==> config.mk <==
export PLATFORM = sky130hd
export DESIGN_NAME = nrcg_gate
export DESIGN_NICKNAME = d
export VERILOG_FILES = /design/src/rtl/nrcg_pkg.sv /design/src/rtl/nrcg_gate.sv
export SDC_FILE = /design/constraint.sdc
export NUM_CORES = 1
export LEC_CHECK = 0
export ABC_AREA = 1
export BUFFER_PORTS_ARGS = -buffer_cell sky130_fd_sc_hd__buf_2
export CAP_MARGIN = 20
export CORE_ASPECT_RATIO = 0.9
export CORE_MARGIN = 5
export CORE_UTILIZATION = 30
export DETAILED_ROUTE_END_ITERATION = 12
export GPL_ROUTABILITY_DRIVEN = 0
export PLACE_DENSITY = 0.52
export SYNTH_ARGS = -nofsm -noshare
export SYNTH_HDL_FRONTEND = slang
export SYNTH_SLANG_ARGS = --single-unit
==> constraint.sdc <==
create_clock -name CLK -period 1.9 [get_ports CLK]
set_clock_uncertainty 0.1 [all_clocks]
set_input_delay 0.095 -clock CLK [delete_from_list [all_inputs] [get_ports CLK]]
set_output_delay 0.095 -clock CLK [all_outputs]
set_load 0.05 [all_outputs]
==> src/rtl/nrcg_pkg.sv <==
package nrcg_pkg;

  // ----------------------------------------------------------------
  // timing figures and derived cycle counts
  // ----------------------------------------------------------------
  localparam int unsigned CLK_HZ            = 40_000_000;
  localparam int unsigned STOP_WAIT_MS      = 50;   // hs_suspend_stop_wait, longest
  localparam int unsigned RESTART_US        = 1000; // restart triggers, longest
  localparam int unsigned CLK_START_US      = 300;  // clock start after reset out, longest
  localparam int unsigned RST_RELEASE_MS    = 30;   // reset release after clock start
  localparam int unsigned STRAP_HOLD_US     = 3;    // strap pins stay inputs, least
  localparam int unsigned STOP_WAIT_CYC     = STOP_WAIT_MS * (CLK_HZ / 1000);
  localparam int unsigned CLK_START_CYC     = CLK_START_US * (CLK_HZ / 1_000_000);
  localparam int unsigned RST_RELEASE_CYC   = RST_RELEASE_MS * (CLK_HZ / 1000);
  localparam int unsigned STRAP_HOLD_CYC    = (STRAP_HOLD_US * CLK_HZ + 999_999) / 1_000_000;
  localparam int unsigned RESTART_CYC       = RESTART_US * (CLK_HZ / 1_000_000);

  localparam int unsigned CNT_W             = 24;
  localparam int unsigned DIV_W             = 8;

  // ----------------------------------------------------------------
  // fixed device kinds
  // ----------------------------------------------------------------
  typedef enum logic [1:0] {
    NRCG_DEV_U2,
    NRCG_DEV_U3,
    NRCG_DEV_U3HUB
  } nrcg_dev_e;

  // port activity events, one-cycle pulses or levels
  typedef struct packed {
    logic p1_u2_suspended;  // usb 2.0 port 1 in suspend (level)
    logic p1_u3_suspended;  // usb 3.0 port 1 in U3 (level)
    logic p1_u2_resume;     // resume sent or seen on usb 2.0 port 1 (pulse)
    logic p1_u3_exit;       // U3 exit sent or seen on usb 3.0 port 1 (pulse)
    logic up_u2_suspended;  // usb 2.0 upstream in suspend (level)
  } nrcg_evt_s;

  typedef enum logic [2:0] {
    NRCG_ST_RESET,
    NRCG_ST_CLK_WAIT,
    NRCG_ST_RST_HOLD,
    NRCG_ST_RUN,
    NRCG_ST_STOP_WAIT,
    NRCG_ST_STOPPED
  } nrcg_state_e;

endpackage

==> src/rtl/nrcg_gate.sv <==
// Function
// - a usb 2.0 fixed device has its clock stopped after it suspends and the stop wait elapses.
// - a usb 3.0 non-hub fixed device has its clock stopped after it suspends and the wait elapses.
// - a usb 3.0 hub fixed device has its clock stopped only once both port waits are satisfied.
// - resume on usb 2.0 port 1 during the stop wait cancels the stop.
// - a U3 exit on usb 3.0 port 1 during the stop wait cancels the stop.
// - resume on usb 2.0 port 1 restarts the clock within 1 ms for usb 2.0 devices and hubs.
// - usb 2.0 port 1 leaving suspend restarts the clock within 1 ms for usb 2.0 devices.
// - usb 2.0 upstream leaving suspend restarts the clock within 1 ms for usb 2.0 and hubs.
// - a U3 exit on usb 3.0 port 1 restarts the clock within 1 ms for usb 3.0 devices and hubs.
// - usb 3.0 port 1 leaving suspend restarts the clock within 1 ms for usb 3.0 non-hubs.
// - the clock output starts no later than 300 us after the reset interval ends.
// - the fixed device reset ends no later than 30 ms after the clock output starts.
// - the clock only stops with the stop enable setting on; a stopped clock stays stopped if the setting is then cleared.
// - strap pins stay inputs during reset and for 3 us after its release.
module nrcg_gate #(
  parameter int unsigned STOP_WAIT_CYC   = nrcg_pkg::STOP_WAIT_CYC,
  parameter int unsigned RST_RELEASE_CYC = nrcg_pkg::RST_RELEASE_CYC,
  parameter int unsigned CLK_START_CYC   = nrcg_pkg::CLK_START_CYC,
  parameter int unsigned DIV_HALF        = 1
) (
  // clock and reset
  input  wire logic                CLK,
  input  wire logic                RST,
  input  wire logic                CE,
  // configuration
  input  wire nrcg_pkg::nrcg_dev_e DEV_KIND,
  input  wire logic                STOP_ENABLE,
  // port activity
  input  wire nrcg_pkg::nrcg_evt_s EVT,
  // fixed device side
  output logic                     FIXED_DEV_CLOCK_OUT,
  output logic                     FIXED_DEV_RESET_OUT_N,
  output logic                     STRAP_INPUT_PHASE
);

  initial begin
    if (STOP_WAIT_CYC < 1 || STOP_WAIT_CYC >= (1 << nrcg_pkg::CNT_W) ||
        RST_RELEASE_CYC < 1 || RST_RELEASE_CYC >= (1 << nrcg_pkg::CNT_W) ||
        CLK_START_CYC < 1 || CLK_START_CYC <= nrcg_pkg::STRAP_HOLD_CYC ||
        CLK_START_CYC >= (1 << nrcg_pkg::CNT_W) ||
        DIV_HALF < 1 || DIV_HALF >= (1 << nrcg_pkg::DIV_W))
      $error("nrcg_gate: parameter out of range");
  end

  typedef logic [nrcg_pkg::CNT_W-1:0] nrcg_cnt_t;
  typedef logic [nrcg_pkg::DIV_W-1:0] nrcg_div_t;

  localparam nrcg_cnt_t STOP_LAST  = nrcg_cnt_t'(STOP_WAIT_CYC - 1);
  localparam nrcg_cnt_t RSTR_LAST  = nrcg_cnt_t'(RST_RELEASE_CYC - 1);
  localparam nrcg_cnt_t START_LAST = nrcg_cnt_t'(CLK_START_CYC - 1);
  localparam nrcg_cnt_t STRAP_LAST = nrcg_cnt_t'(nrcg_pkg::STRAP_HOLD_CYC - 1);
  localparam nrcg_div_t DIV_LAST   = nrcg_div_t'(DIV_HALF - 1);

  // ----------------------------------------------------------------
  // event decode
  // ----------------------------------------------------------------
  nrcg_pkg::nrcg_state_e state_r, state_nxt;
  nrcg_cnt_t             cnt_r, cnt_nxt;
  nrcg_div_t             div_r, div_nxt;
  logic                  clk_out_r, clk_out_nxt;
  logic                  rst_n_r, rst_n_nxt;
  logic                  strap_r, strap_nxt;
  logic                  p2_susp_d_r, p3_susp_d_r, up_susp_d_r;
  logic                  suspended;
  logic                  cancel;
  logic                  restart;
  logic                  is_u2;
  logic                  is_u3;
  logic                  is_hub;

  // fixed-device kind flags
  assign is_u2  = (DEV_KIND == nrcg_pkg::NRCG_DEV_U2);
  assign is_u3  = (DEV_KIND == nrcg_pkg::NRCG_DEV_U3);
  assign is_hub = (DEV_KIND == nrcg_pkg::NRCG_DEV_U3HUB);

  // suspend condition per device kind
  always_comb begin
    unique case (DEV_KIND)
      nrcg_pkg::NRCG_DEV_U2:    suspended = EVT.p1_u2_suspended;
      nrcg_pkg::NRCG_DEV_U3:    suspended = EVT.p1_u3_suspended;
      nrcg_pkg::NRCG_DEV_U3HUB: suspended = EVT.p1_u2_suspended &&
                                            EVT.p1_u3_suspended;
      default:                  suspended = 1'b0;
    endcase
  end

  // stop-wait cancel conditions
  always_comb begin
    cancel = !suspended;
    if ((is_u2 || is_hub) && EVT.p1_u2_resume)
      cancel = 1'b1;
    if ((is_u3 || is_hub) && EVT.p1_u3_exit)
      cancel = 1'b1;
  end

  // restart triggers for a stopped clock
  always_comb begin
    restart = 1'b0;
    if ((is_u2 || is_hub) && EVT.p1_u2_resume)
      restart = 1'b1;
    if (is_u2 && p2_susp_d_r && !EVT.p1_u2_suspended)
      restart = 1'b1;
    if ((is_u2 || is_hub) && up_susp_d_r && !EVT.up_u2_suspended)
      restart = 1'b1;
    if ((is_u3 || is_hub) && EVT.p1_u3_exit)
      restart = 1'b1;
    if (is_u3 && p3_susp_d_r && !EVT.p1_u3_suspended)
      restart = 1'b1;
  end

  // ----------------------------------------------------------------
  // sequencer
  // ----------------------------------------------------------------
  // next state, counter, reset-out and strap phase
  always_comb begin
    state_nxt = state_r;
    cnt_nxt   = cnt_r;
    rst_n_nxt = rst_n_r;
    strap_nxt = strap_r;
    unique case (state_r)
      nrcg_pkg::NRCG_ST_RESET: begin
        cnt_nxt   = '0;
        state_nxt = nrcg_pkg::NRCG_ST_CLK_WAIT;
      end
      nrcg_pkg::NRCG_ST_CLK_WAIT: begin
        if (cnt_r == STRAP_LAST)
          strap_nxt = 1'b0;
        if (cnt_r == START_LAST) begin
          cnt_nxt   = '0;
          state_nxt = nrcg_pkg::NRCG_ST_RST_HOLD;
        end else begin
          cnt_nxt = cnt_r + nrcg_cnt_t'(1);
        end
      end
      nrcg_pkg::NRCG_ST_RST_HOLD: begin
        if (cnt_r == RSTR_LAST) begin
          rst_n_nxt = 1'b1;
          cnt_nxt   = '0;
          state_nxt = nrcg_pkg::NRCG_ST_RUN;
        end else begin
          cnt_nxt = cnt_r + nrcg_cnt_t'(1);
        end
      end
      nrcg_pkg::NRCG_ST_RUN: begin
        cnt_nxt = '0;
        if (STOP_ENABLE && suspended)
          state_nxt = nrcg_pkg::NRCG_ST_STOP_WAIT;
      end
      nrcg_pkg::NRCG_ST_STOP_WAIT: begin
        if (cancel || !STOP_ENABLE) begin
          state_nxt = nrcg_pkg::NRCG_ST_RUN;
        end else if (cnt_r == STOP_LAST) begin
          state_nxt = nrcg_pkg::NRCG_ST_STOPPED;
        end else begin
          cnt_nxt = cnt_r + nrcg_cnt_t'(1);
        end
      end
      nrcg_pkg::NRCG_ST_STOPPED: begin
        cnt_nxt = '0;
        if (restart)
          state_nxt = nrcg_pkg::NRCG_ST_RUN;
      end
      default: state_nxt = nrcg_pkg::NRCG_ST_RESET;
    endcase
  end

  // ----------------------------------------------------------------
  // clock divider with clean gating
  // ----------------------------------------------------------------
  // toggles only in running states; stops on a low phase, so no runt pulse
  always_comb begin
    div_nxt     = div_r;
    clk_out_nxt = clk_out_r;
    if (state_r == nrcg_pkg::NRCG_ST_RST_HOLD || state_r == nrcg_pkg::NRCG_ST_RUN ||
        state_r == nrcg_pkg::NRCG_ST_STOP_WAIT ||
        (state_r == nrcg_pkg::NRCG_ST_STOPPED && clk_out_r)) begin
      if (div_r == DIV_LAST) begin
        div_nxt     = '0;
        clk_out_nxt = !clk_out_r;
      end else begin
        div_nxt = div_r + nrcg_div_t'(1);
      end
    end else begin
      div_nxt = '0;
    end
  end

  // state registers, frozen while CE is low
  always_ff @(posedge CLK or posedge RST) begin
    if (RST) begin
      state_r     <= nrcg_pkg::NRCG_ST_RESET;
      cnt_r       <= '0;
      div_r       <= '0;
      clk_out_r   <= 1'b0;
      rst_n_r     <= 1'b0;
      strap_r     <= 1'b1;   // strap pins held as inputs
      p2_susp_d_r <= 1'b0;
      p3_susp_d_r <= 1'b0;
      up_susp_d_r <= 1'b0;
    end else if (CE) begin
      state_r     <= state_nxt;
      cnt_r       <= cnt_nxt;
      div_r       <= div_nxt;
      clk_out_r   <= clk_out_nxt;
      rst_n_r     <= rst_n_nxt;
      strap_r     <= strap_nxt;
      p2_susp_d_r <= EVT.p1_u2_suspended;
      p3_susp_d_r <= EVT.p1_u3_suspended;
      up_susp_d_r <= EVT.up_u2_suspended;
    end
  end

  // outputs straight from flops
  assign FIXED_DEV_CLOCK_OUT   = clk_out_r;
  assign FIXED_DEV_RESET_OUT_N = rst_n_r;
  assign STRAP_INPUT_PHASE     = strap_r;

endmodule

==> results of run 1 <==
sequential cells by signal (all words and copies together) (netlist names):
name and flops:
div_r 8, STRAP_INPUT_PHASE 1, p3_susp_d_r 1, up_susp_d_r 1
state_r 3, p2_susp_d_r 1, cnt_r 24, FIXED_DEV_RESET_OUT_N 1
FIXED_DEV_CLOCK_OUT 1
cells by family after synthesis:
| logic type | count (synthesis) | share of synthesized area |
|---|---|---|
| compound gates | 32 | 0.0622 |
| xor+xnor | 16 | 0.0441 |
| simple gates | 336 | 0.446 |
| buf+inv | 71 | 0.0969 |
| flops | 41 | 0.323 |
| fa+ha+maj | 7 | 0.0276 |
synth_stat cells (4+ instances only):
| master | number | area [µm²] |
|---|---|---|
| nand2_1 | 179 | 672 |
| nor2_1 | 72 | 270 |
| nand3_1 | 56 | 280 |
| inv_1 | 54 | 203 |
| dfrtp_1 | 40 | 1000 |
| nand4_1 | 16 | 100 |
| o21ai_0 | 13 | 65.1 |
| xor2_1 | 12 | 105 |
| ha_1 | 7 | 87.6 |
| inv_2 | 6 | 22.5 |
| a21oi_1 | 4 | 20.0 |
| a31oi_1 | 4 | 25.0 |
| buf_2 | 4 | 20.0 |
| nor3_1 | 4 | 20.0 |
| xnor2_1 | 4 | 35.0 |
worst max-delay path by stage:
stage                     depth (start not counted)                  start  slack [ns]               endpoint
after global placement                            8   cnt_r[0]$_DFFE_PP0P_       -0.01  cnt_r[20]$_DFFE_PP0P_
after CTS                                         9  cnt_r[23]$_DFFE_PP0P_       0.009  cnt_r[12]$_DFFE_PP0P_
after global routing                             11   cnt_r[1]$_DFFE_PP0P_       -0.07  cnt_r[12]$_DFFE_PP0P_
final                                            11   cnt_r[1]$_DFFE_PP0P_        0.08  cnt_r[12]$_DFFE_PP0P_
after floorplan                                  11   cnt_r[0]$_DFFE_PP0P_        0.11  cnt_r[21]$_DFFE_PP0P_
after detailed placement                          8   cnt_r[0]$_DFFE_PP0P_       -0.04  cnt_r[21]$_DFFE_PP0P_
where the power goes:
group	leakage (nW)	switching (mW)	internal (mW)	total, mW
Combinational	1.30	0.907	0.468	1.37
Sequential	0.542	0.104	0.951	1.06
Clock	0.0944	0.369	0.758	1.13
routing by layer:
| metal | vias to the layer above | share of wire | wire length (µm) | global-route usage |
|---|---|---|---|---|
| li1 | 1712 | - | - | - |
| met1 | 1494 | 0.50 | 4550 | 0.212 |
| met2 | 71 | 0.44 | 4030 | 0.226 |
| met3 | 14 | 0.038 | 349 | 0.0226 |
| met4 | 0 | 0.019 | 170 | 0.0453 |
| met5 | - | 0 | 0 | 0 |
metrics by stage:
stage | std cells | area [µm²] | setup TNS, ns | total power [mW]
2_1_floorplan | 503 | 3180 | 0 | 1.92
3_3_place_gp | 672 | 3620 | -0.0129 | 2.31
3_5_place_dp | 672 | 3620 | -0.270 | 2.32
4_1_cts | 685 | 3870 | 0 | 3.52
5_1_grt | 685 | 3940 | -0.707 | 3.77
6_report | 685 | 3940 | 0 | 3.56
worst reg2reg max path: stages (launching register included):
cell,delay [ns]
dfrtp_1,0.41
ha_4,0.17
nand3_2,0.13
inv_2,0.09
nand2_1,0.06
nor2_2,0.13
nand3_1,0.12
nand3_2,0.13
inv_2,0.05
buf_12,0.16
nand2_1,0.07
o21ai_0,0.09
what timing repair did:
action                                 in CTS  in global routing
endpoints found under the hold margin      17                  0
gates cloned                                0                  0
gates resized for setup                     2                 22
pin swaps                                   0                  2
setup buffers                               1                  0
hold buffers                                4                  0
setup endpoints to repair                  13                 34
layout make-up:
type | instances | share of cell area
clock buffers | 5 | 0.0317
clock inverters | 3 | 0.0175
inverters | 60 | 0.0571
multi-input cells | 391 | 0.487
flip-flops and latches | 41 | 0.262
well taps | 129 | 0.0409
repair buffers | 56 | 0.104
==> flow_summary.yaml, run 1 <==
sta:
  hold_violations: 0
  max_freq_mhz: 549
  rsz0062_at_grt: "true"
  slew_violations: 0
  min_period_over_period: 0.958
  setup_slack_ns: 0.0794
  whs_ns: 0.0800
  fin_crit_ns: 1.82
  worst_slew_pin_slew_ns: 0.599
  relSlewSlack: 0.598
  setup_viol: 0
routing:
  postRouteAntennaNets: 0
  post-route-drc-count: 0
  drt_iter0_drc: 286
  detail_route.wirelength_um: 9110
  vias: 3291
  vias_per_cell: 4.80
  routedWlPerCell_um: 13.3
  drtPass1Iterations: 4
synth:
  syn-num-nets: 521
  netlist_area_mm2: 0.00318
  avgSynthCellArea_um2: 6.32
  async_flop_share: 1.00
  yosysSeqAreaShare: 0.323
  postSynthCellCount: 503
  synth_ff_type: "dfrtp_1"
  yosys.cell_types.count: 33
  ys_ff_latch: 41
  synth_edf_count: 0
  ys_warn_count: 0
critical_path:
  arrival_ns: 1.88
  path_delay_family: "simple AND/OR/NAND/NOR gates"
  crit_path_max_fanout: 28
  required_ns: 1.96
  cp-start-kind: "flip-flop"
  path_cells: "ha_4 -> nand3_2 -> inv_2 -> nand2_1 -> nor2_2 -> nand3_1 -> nand3_2 -> inv_2 -> buf_12 -> nand2_1 -> o21ai_0"
  crit_path_end_kind: "flip-flop"
  r2r_slack_ns: 0.08
  crit_type: "reg -> reg"
  r2r-start: "cnt_r[1]$_DFFE_PP0P_"
  critPathSlowestCell: "dfrtp_1"
  worstReg2RegEnd: "cnt_r[12]$_DFFE_PP0P_"
  crit_buf_inv: 3
  max_stage_delay_ns: 0.41
  ff2ff_path_depth: 11
cells_and_area:
  fin_nets: 573
  final_common_cell: "nand2_1"
  nFillCells: 1064
  diodes: 0
  area_growth_pct: 24.1
  fin_util: 0.383
  multi_input_area_mm2: 0.00192
  seq_area_mm2: 0.00103
  layout_common_cells: "nand2_1 (179), nor2_1 (64), inv_1 (53), nand3_1 (53), buf_4 (38)"
  drive_above_1_share: 0.171
floorplan:
  ios: 14
  core-area_mm2: 0.0103
  die_y_um: 108
  die-area_mm2: 0.0128
  initial_core_util: 0.309
  rows: 35
  fp.dieW_um: 118
cts:
  clock_latency_ns: 0.29
  clk_pin_slew_ns: 0.06
  cts_tree: "yes"
  cts_buffer_depth: 2
  clock-sinks: 41
  htreeDepth: 2
  cts_made_buffers: 5
  clockRootBuffer: "clkbuf_16"
placement:
  place_ws_ns: -0.0386
  port_buffers: 13
  dpl.hpwl_um: 6890
global_route:
  grt_pass1_vias: 3189
  grtUsageTotal: 0.147
  grt_pass1_wl_um: 15500
  overflow: 0
  antenna_found_initial: 0
  grt_max_degree: 29
flow_run:
  maxCapViolations: 0
power:
  irDropWorstVdd_v: 0.000473
  p_per_area_mw_per_mm2: 902
  leakage_nw: 1.94
hold_path:
  hold_end: "p2_susp_d_r$_DFFE_PP0P_"
  worstHoldStart: "CE"
  min_path_type: "in -> reg"
  hold_depth: 4
status:
  status: "completed"
Note: power is estimated with default switching activity, not from simulation.
==> run 2: changes to the inputs <==
--- a/config.mk
+++ b/config.mk
@@ -5,15 +5,13 @@
 export SDC_FILE = /design/constraint.sdc
 export NUM_CORES = 1
 export LEC_CHECK = 0
-export ABC_AREA = 1
 export BUFFER_PORTS_ARGS = -buffer_cell sky130_fd_sc_hd__buf_2
-export CAP_MARGIN = 20
 export CORE_ASPECT_RATIO = 0.9
 export CORE_MARGIN = 5
 export CORE_UTILIZATION = 30
 export DETAILED_ROUTE_END_ITERATION = 12
 export GPL_ROUTABILITY_DRIVEN = 0
-export PLACE_DENSITY = 0.52
+export PLACE_DENSITY = 0.53
 export SYNTH_ARGS = -nofsm -noshare
 export SYNTH_HDL_FRONTEND = slang
 export SYNTH_SLANG_ARGS = --single-unit
==> run 2 against run 1 <==
  * The run now ends with setup timing left
  * Design area up 6.9%
  * Clock-buffer cell count increased by 1
  * Hold slack better by 0.025 ns
  * Synthesized cell count decreased by 42%
  * Routed wire length is 8.5% lower
  * Non-clock buffer count up 62
  * Utilization increased by 11 points
  * Power fell by 26%
  * Largest cell class unchanged
  * Critical path depth shrank 5
  * Sequential power barely moved
  * Maximum frequency fell by 18%
==> flow_summary.yaml, run 2 <==
status:
  status: "finished, violations left"
  violations: "setup timing"
floorplan:
  ios: 14
  fp.dieW_um: 109
  core-area_mm2: 0.00861
  rows: 32
  die_y_um: 99.3
  initial_core_util: 0.309
  die-area_mm2: 0.0108
synth:
  async_flop_share: 1.00
  yosysSeqAreaShare: 0.386
  synth_edf_count: 0
  ys_ff_latch: 41
  yosys.cell_types.count: 61
  netlist_area_mm2: 0.00266
  synth_commonest_cells: "dfrtp_1 (40), nand2_1 (36), nand3_1 (18)"
  postSynthCellCount: 293
  synth_area_leader_cell: "dfrtp_1"
  ys_warn_count: 0
  synth.top_cell.area_share: 0.376
  netlist_top_cells_area: "dfrtp_1 (38%), nand2_1 (5.1%), a2bb2oi_1 (3.6%)"
  syn-num-nets: 311
  avgSynthCellArea_um2: 9.07
  synth_ff_type: "dfrtp_1"
  synth_most_common_cell: "dfrtp_1"
routing:
  detail_route.wirelength_um: 8330
  drtPass1Iterations: 4
  post-route-drc-count: 0
  vias_per_cell: 5.28
  routedWlPerCell_um: 15.8
  postRouteAntennaNets: 0
  drt_iter0_drc: 160
  vias: 2777
global_route:
  overflow: 0
  grtUsageTotal: 0.158
  antenna_found_initial: 0
  grt_pass1_wl_um: 13700
  grt_max_degree: 34
  grt_pass1_vias: 2695
critical_path:
  endpoint: "cnt_r[22]$_DFFE_PP0P_"
  crit_path_end_kind: "flip-flop"
  cp-start-kind: "flip-flop"
  required_ns: 1.99
  crit_type: "reg -> reg"
  crit_path_max_fanout: 8
  r2r_slack_ns: -0.32
  r2r-start: "cnt_r[9]$_DFFE_PP0P_"
  path_delay_family: "simple AND/OR/NAND/NOR gates"
  arrival_ns: 2.30
  crit_buf_inv: 1
  cp.depth: 6
  worstSetupStartpoint: "cnt_r[9]$_DFFE_PP0P_"
  critPathSlowestCell: "or4_4"
  path_cells: "or4_4 -> nor4_4 -> o41a_1 -> buf_6 -> nand2b_4 -> o31ai_1"
  max_stage_delay_ns: 0.58
  worstReg2RegEnd: "cnt_r[22]$_DFFE_PP0P_"
  ff2ff_path_depth: 6
placement:
  place_ws_ns: -0.426
  dpl_cell_area_mm2: 0.00357
  dpl.hpwl_um: 5800
  port_buffers: 13
cells_and_area:
  top_regs: "cnt_r: 24 flops, div_r: 8 flops, state_r: 3 flops"
  fin_util: 0.489
  design_area_mm2: 0.00421
  drive_above_1_share: 0.440
  regMostFlops: "cnt_r"
  fin_nets: 424
  final_common_cell: "buf_4"
  area_growth_pct: 58.4
  diodes: 0
  layout_common_cells: "buf_4 (82), dfrtp_1 (39), nand2_1 (34)"
  largest_reg_flops: 24
sta:
  min_period_over_period: 1.17
  hold_violations: 0
  relSlewSlack: 0.724
  fin_crit_ns: 2.22
  whs_ns: 0.105
  setup_tns_ns: -7.03
  max_freq_mhz: 451
  worst_slew_pin_slew_ns: 0.411
  setup_slack_ns: -0.316
  setup_viol: 28
  rsz0062_at_grt: "true"
  slew_violations: 0
cts:
  clock_latency_ns: 0.30
  clk_pin_slew_ns: 0.09
  cts_buffer_depth: 2
  clockRootBuffer: "clkbuf_8"
  htreeDepth: 2
  cts_tree: "yes"
  cts_made_buffers: 5
  clock-sinks: 41
power:
  leakage_nw: 1.88
  p_per_area_mw_per_mm2: 628
  irDropWorstVdd_v: 0.000587
hold_path:
  worstHoldStart: "CE"
  min_path_type: "in -> reg"
flow_run:
  maxCapViolations: 0
-- run 2: changes by cell type after synthesis, sizes merged, moves of 7 or more --
cell | previous run | this run
nor2b | 0 | 7
inv | 60 | 13
xor2 | 12 | 2
o31ai | 1 | 11
nand3 | 59 | 19
nand4 | 16 | 7
nor4 | 1 | 8
nand2 | 179 | 36
nor2 | 75 | 12
a22o | 0 | 8
a2bb2oi | 0 | 11
-- run 2: worst min path at each step --
stage | to | cells past startpoint
3_3_place_gp | cnt_r[14]$_DFFE_PP0P_ | 2
3_5_place_dp | cnt_r[14]$_DFFE_PP0P_ | 2
2_1_floorplan | p2_susp_d_r$_DFFE_PP0P_ | 2
5_1_grt | div_r[0]$_DFFE_PP0P_ | 3
4_1_cts | div_r[0]$_DFFE_PP0P_ | 3
6_report | div_r[0]$_DFFE_PP0P_ | 3
-- run 2: worst min-delay path, cell delays in order --
cell and delay (ns):
buf_2 0.15, buf_4 0.16, mux2i_1 0.06
-- run 2: metrics by stage --
stage	std cells	total power, mW
detailed placement	499	1.74
finish	526	2.65
CTS	522	2.59
global placement	499	1.73
floorplan	293	1.38
global route	526	2.78
-- run 2: cell type report --
class,count,area (µm²)
tap,119,149
sequential,41,1030
timing repair buffer,118,961
clock inverter,2,37.5
inverter,13,48.8
clock buffer,6,82.6
fill,801,4400
multi-input combinational,227,1910
-- run 2: what timing repair did --
item                                    4_1_cts  5_1_grt
pin swaps                                    24       13
hold endpoints to repair                     43        0
hold buffers                                  4        0
endpoints found under the setup margin       28       32
setup buffers                                10        4
resized for setup                            34       32
gates cloned                                  1        0
-- run 2: power by group --
part	internal [mW]	switching [mW]
Clock	0.428	0.329
Combinational	0.443	0.404
Sequential	0.950	0.0906
-- run 2: layer usage --
metal | track usage | vias up | wire length (µm)
li1 | - | 1354 | -
met1 | 0.232 | 1360 | 4060
met2 | 0.239 | 56 | 3890
met3 | 0.0227 | 7 | 289
met4 | 0.0460 | 0 | 89
met5 | 0 | - | 0
-- run 2: cells by family after synthesis --
logic type,share of synthesized area
AOI/OAI and AO/OA,0.257
xor gates and xnor gates,0.00659
buffers and inverters,0.0494
adders and majority gates,0.0329
DFF,0.386
and+or+nand+nor,0.256
muxes,0.0122
